### src/hw/apvs_pkg.sv
`default_nettype none
package apvs_pkg;
	// Field positions within the status word
	localparam int unsigned PEND_MSB = 17;
	localparam int unsigned PEND_LSB = 12;
	localparam int unsigned FLAG_BIT = 11;
	localparam int unsigned RSVD_MSB = 10;
	localparam int unsigned RSVD_LSB = 6;
	localparam int unsigned ACT_MSB = 5;
	localparam int unsigned ACT_LSB = 0;

	// Exception number encoding
	localparam logic [5:0] EXC_NONE = 6'h00;
	localparam logic [5:0] EXC_NMI = 6'h02;
	localparam logic [5:0] EXC_HARD_FAULT = 6'h03;
	localparam logic [5:0] EXC_DEFERRED_SERVICE_CALL = 6'h0E;
	localparam logic [5:0] EXC_SYSTEM_TICK_TIMER = 6'h0F;
	localparam logic [5:0] EXC_FIRST_IRQ = 6'h10;
	localparam logic [5:0] EXC_LAST_IRQ = 6'h3B;
	localparam logic [5:0] EXC_RSVD_FIRST = 6'h3C;
	localparam int unsigned IRQ_BASE = 16;

	// Codes that name a real exception: 2..6, 11, 14..59
	localparam logic [63:0] LEGAL_MASK = 64'h0FFF_FFFF_FFFF_C87C;
	// Codes counted by the only-active flag: NMI and faults left out
	localparam logic [63:0] FLAG_MASK = 64'h0FFF_FFFF_FFFF_C800;

	// Reset values
	localparam logic [5:0] PEND_RESET = 6'h00;
	localparam logic FLAG_RESET = 1'b0;
	localparam logic [4:0] RSVD_VALUE = 5'h00;
	localparam logic [5:0] ACT_RESET = 6'h00;

	// Fixed priorities sit above every configurable level
	localparam logic [3:0] PRIO_NMI = 4'h0;
	localparam logic [3:0] PRIO_HARD_FAULT = 4'h1;
	localparam logic [3:0] PRIO_OFFSET = 4'h2;
	localparam logic [3:0] PRIO_LOWEST = 4'hF;

	// Exception state handed over by the core
	typedef struct packed {
		logic [63:0] pending;
		logic [63:0] enabled;
		logic [63:0] active;
		logic [5:0] handler_number_field;
	} apvs_exc_state_t;

	// Read-only status word, bits 17:0
	typedef struct packed {
		logic [5:0] pending_exception_number;
		logic only_active_handler_flag;
		logic [4:0] reserved;
		logic [5:0] active_exception_number;
	} apvs_status_t;
endpackage : apvs_pkg
`default_nettype wire

### src/hw/apvs_status.sv
`default_nettype none
module apvs_status (
	input wire logic ref_clk_i,
	input wire logic sys_rst_i,
	input wire apvs_pkg::apvs_exc_state_t exc_state_i,
	input wire logic [63:0][2:0] exc_priority_i,
	output apvs_pkg::apvs_status_t status_o
);
	import apvs_pkg::*;

	////////////////////////////////////////////////////////////////////////
	// Functions

	// Effective priority, lower wins; NMI and hard fault are fixed
	function automatic logic [3:0] apvs_eff_prio(input logic [5:0] code,
			input logic [2:0] level);
		logic [3:0] p;
		p = {1'b0, level} + PRIO_OFFSET;
		if (code == EXC_NMI) begin
			p = PRIO_NMI;
		end else if (code == EXC_HARD_FAULT) begin
			p = PRIO_HARD_FAULT;
		end
		return p;
	endfunction : apvs_eff_prio

	// Winner of a request vector; ties go to the lower number
	function automatic logic [5:0] apvs_best(input logic [63:0] req,
			input logic [63:0][2:0] pr);
		logic [5:0] num;
		logic [3:0] best;
		logic [3:0] cur;
		logic found;
		num = EXC_NONE;
		best = PRIO_LOWEST;
		found = 1'b0;
		for (int i = 0; i < 64; i++) begin
			cur = apvs_eff_prio(6'(i), pr[i]);
			if (req[i] && (!found || cur < best)) begin
				num = 6'(i);
				best = cur;
				found = 1'b1;
			end
		end
		return num;
	endfunction : apvs_best

	// True when some request beats the given code
	function automatic logic apvs_beaten(input logic [63:0] req,
			input logic [63:0][2:0] pr, input logic [5:0] code);
		logic hit;
		logic [3:0] ref_p;
		hit = 1'b0;
		ref_p = apvs_eff_prio(code, pr[code]);
		for (int i = 0; i < 64; i++) begin
			if (req[i] && apvs_eff_prio(6'(i), pr[i]) < ref_p) begin
				hit = 1'b1;
			end
		end
		return hit;
	endfunction : apvs_beaten

	////////////////////////////////////////////////////////////////////////
	// Decode

	// Reserved codes are masked, so 0x3C-0x3F can never win
	logic [63:0] pend_req_w;
	logic [5:0] pend_num_w;
	logic [63:0] flag_act_w;
	logic [63:0] cur_bit_w;
	logic others_active_w;
	logic [5:0] act_num_w;
	assign pend_req_w = exc_state_i.pending & exc_state_i.enabled & LEGAL_MASK;
	assign pend_num_w = apvs_best(pend_req_w, exc_priority_i);
	// Running handler's own bit is not a preempted one
	assign cur_bit_w = 64'h0000_0000_0000_0001 << exc_state_i.handler_number_field;
	assign flag_act_w = exc_state_i.active & FLAG_MASK;
	assign others_active_w = |(flag_act_w & ~cur_bit_w);
	assign act_num_w = exc_state_i.handler_number_field;

	////////////////////////////////////////////////////////////////////////
	// Status register

	// No write path exists; the word is refreshed every cycle
	apvs_status_t status_d;
	apvs_status_t status_q;
	always_comb begin
		status_d.pending_exception_number = pend_num_w;
		status_d.only_active_handler_flag = !others_active_w;
		status_d.reserved = RSVD_VALUE;
		status_d.active_exception_number = act_num_w;
	end

	always_ff @(posedge ref_clk_i) begin
		if (sys_rst_i) begin
			status_q.pending_exception_number <= PEND_RESET;
			status_q.only_active_handler_flag <= FLAG_RESET;
			status_q.reserved <= RSVD_VALUE;
			status_q.active_exception_number <= ACT_RESET;
		end else begin
			status_q <= status_d;
		end
	end

	assign status_o = status_q;

	////////////////////////////////////////////////////////////////////////
	// Checks

	// Inputs of the reset cycle never reach the word, so skip one cycle
	// Two stages: the disable term is read with current values, and one
	// stage would open the checks at the first edge, on the reset word
	logic warm_q;
	logic live_q;
	always_ff @(posedge ref_clk_i) begin
		if (sys_rst_i) begin
			warm_q <= 1'b0;
			live_q <= 1'b0;
		end else begin
			warm_q <= 1'b1;
			live_q <= warm_q;
		end
	end

	logic beaten_w;
	assign beaten_w = apvs_beaten(pend_req_w, exc_priority_i, pend_num_w);
endmodule : apvs_status
`default_nettype wire

### config.mk
export PLATFORM = sky130hd
export DESIGN_NAME = apvs_status
export DESIGN_NICKNAME = d
export VERILOG_FILES = /design/src/hw/apvs_pkg.sv /design/src/hw/apvs_status.sv
export SDC_FILE = /design/constraint.sdc
export NUM_CORES = 1
export LEC_CHECK = 0
export BUFFER_PORTS_ARGS = -buffer_cell sky130_fd_sc_hd__buf_2
export CAP_MARGIN = 20
export CORE_AREA = 2 2 159 161
export DETAILED_ROUTE_END_ITERATION = 8
export DIE_AREA = 0 0 161 163
export PLACE_DENSITY_LB_ADDON = 0.05
export SYNTH_ARGS = -nofsm -noshare
export SYNTH_HDL_FRONTEND = slang
export SYNTH_SLANG_ARGS = --single-unit
export TNS_END_PERCENT = 5
### constraint.sdc
create_clock -name ref_clk_i -period 84.6 [get_ports ref_clk_i]
set_clock_uncertainty 0.1 [all_clocks]
set_input_delay 4.23 -clock ref_clk_i [delete_from_list [all_inputs] [get_ports ref_clk_i]]
set_output_delay 4.23 -clock ref_clk_i [all_outputs]
set_load 0.01 [all_outputs]
==> impl_metrics.py <==
metrics = {
    "route": {
        "drc": 0,
        "vias": 14900,
        "route.final.wire_length_um": 38600,
        "drtAntennaViolNets": 0,
        "drt_pass1_iterations": 5,
        "avgViaCountPerCell": 6.00,
        "drt-initial-drc-count": 730,
        "post_drt_wl_per_cell_um": 15.5,
    },
    "timing": {
        "hold_viol_final": 0,
        "timing.final.ws_setup_ns": 6.40,
        "finalSetupTns_ns": 0,
        "finalSetupViolations": 0,
        "post-route-period-util_pct": 92.4,
        "fmax_mhz": 12.8,
        "slew_headroom_pct": 58.5,
        "worstMarginPinSlew_ns": 0.613,
        "fin_crit_ns": 78.20,
        "slew_viol_final": 0,
    },
    "die": {
        "die_h_um": 163,
        "die-area_sq_um": 26200,
        "rows": 58,
        "core_sq_um": 24700,
        "start_util_pct": 49.7,
        "io_pins": 410,
        "die_w_um": 161,
    },
    "clock_tree": {
        "holdBufCountCts": 0,
        "cts_tree": "built",
        "ctsLongestPathBuffers": 2,
        "cts_made_buffers": 3,
        "path_clk_slew_ns": 0.05,
        "root_buffer": "clkbuf_16",
        "htreeDepth": 1,
        "cts_sinks": 13,
    },
    "synthesis": {
        "ys_seq_area_share_pct": 2.12,
        "netlist.area_leader.share_pct": 15.7,
        "synth.area.top_cells": "ha_1, nand2_1, a21oi_1",
        "ys_ff_latch": 13,
        "syn_area_sq_um": 12300,
        "synth_top_area_cell": "ha_1",
        "synthCells": 1832,
        "synth_compound_area_share_pct": 40.7,
        "syn_avg_cell_area_sq_um": 6.70,
        "synth_flop_cell": "dfxtp_1",
        "synth_cell_types": 114,
        "synth_top_family_by_area": "compound AO/OA/AOI/OAI gates",
        "synth_mux_area_share_pct": 6.76,
        "synth_xor_area_share_pct": 0,
        "synthAdderAreaFrac_pct": 17.5,
        "async_flop_share_pct": 0,
        "synthSimpleGateAreaFrac_pct": 26.4,
        "synth_edf_count": 0,
        "ys_warn_count": 0,
    },
    "finish": {
        "final_common_cell": "buf_2",
        "drive_gt1_share_pct": 23.1,
        "utilization_pct": 58.8,
        "layout_common_cells": "buf_2, nand2_1, nor2_1",
        "largest_reg_flops": 13,
        "finalNetCount": 2681,
        "area_growth_syn_to_layout_pct": 18.2,
        "fin_cells": 2480,
        "fill_cells": 2508,
    },
    "flow_run": {
        "maxCapViolCount": 0,
    },
    "status": {
        "status": "finished clean",
    },
    "placed_design": {
        "place.gp.congestion": 0.940,
        "dp.cells": 2458,
        "port_buffers": 321,
        "pre_cts_ws_ns": 1.43,
        "place_hpwl_um": 32900,
    },
    "setup_path": {
        "cpMaxStageDelayCell": "or4_1",
        "crit_type": "primary input to register",
        "critPathCaptureType": "register",
        "critPathLaunchType": "primary input",
        "path_common_cell": "ha_1",
        "critical_path_required_ns": 84.63,
        "cp.arrival_ns": 78.23,
        "cp_max_fo": 12,
        "max_stage_delay_ns": 0.57,
    },
    "grt": {
        "grt_pass1_wl_um": 63000,
        "grt_max_degree": 31,
        "antenna_found_initial": 19,
        "overflow": 0,
        "grt_pass1_vias": 13800,
        "grt_usage_pct": 27.7,
    },
    "hold_path": {
        "worstHoldPathCells": 2,
        "hp-class": "primary input to register",
        "min_to": "status_o[2]",
        "hp-start": "exc_state_i[2]",
    },
}
==> worst max-delay path by stage <==
stage	start	to	slack (ns)
2_1_floorplan	exc_state_i[136]	status_o[14]	13.65
3_3_place_gp	exc_state_i[136]	status_o[14]	2.19
3_5_place_dp	exc_state_i[136]	status_o[14]	1.43
4_1_cts	exc_state_i[136]	status_o[14]	1.35
5_1_grt	exc_state_i[136]	status_o[16]	-0.20
6_report	exc_state_i[136]	status_o[14]	6.40
==> synthesized netlist by cell type, drive strengths merged, types with 30 or more instances <==
cell   instances
o21ai        132
mux2          45
nand2        238
nor2         175
mux2i         30
nor3          34
inv          164
and2          36
a21oi        168
ha           154
nand3         71
a21o          39
==> what timing repair did <==
action	4_1_cts	5_1_grt
endpoints found under the setup margin	0	6
buffers inserted	0	2
resized for setup	0	54
==> routing by layer <==
metal	vias up	share of wire [%]	global-route usage, %
li1	7575	-	-
met1	6786	45	35.7
met2	439	47	48.2
met3	72	5.6	3.82
met4	8	2.4	7.79
met5	-	0.11	0
==> kinds of logic (layout without fill, tap and decap cells) <==
logic type,after synthesis,in the layout
adder cells (fa/ha/maj),176,176
multiplexers,75,75
other,1,21
buffers and inverters,194,492
flip-flops,13,13
AO/OA/AOI/OAI,684,684
AND/OR/NAND/NOR,689,689
==> layout make-up <==
cell class | instances | area (sq um) | area share (%)
Tap cell | 330 | 413 | 2.85
Inverter | 164 | 616 | 4.24
Clock buffer | 4 | 78.8 | 0.543
Antenna cell | 16 | 40.0 | 0.276
Sequential cell | 13 | 260 | 1.79
Timing Repair Buffer | 324 | 1630 | 11.2
Multi-Input combinational cell | 1629 | 11500 | 79.1
==> per-stage QoR <==
| step | cell area [sq um] | hold slack [ns] |
|---|---|---|
| after CTS | 14200 | 4.21 |
| after global placement | 14100 | 4.45 |
| final | 14500 | 4.21 |
| after global routing | 14500 | 4.22 |
| after detailed placement | 14100 | 4.45 |
| after floorplan | 12300 | 4.20 |
==> critical path, delay by kind of cell <==
family | cells | cell delay, ns
fa+ha+maj | 50 | 13.60
mux | 27 | 8.54
buf+inv | 43 | 3.14
simple gates | 92 | 15.80
compound gates | 157 | 32.80
Power is left out: the tool's default activity adds up to more than one toggle a clock period on the data nets, which glitch-free logic cannot reach.
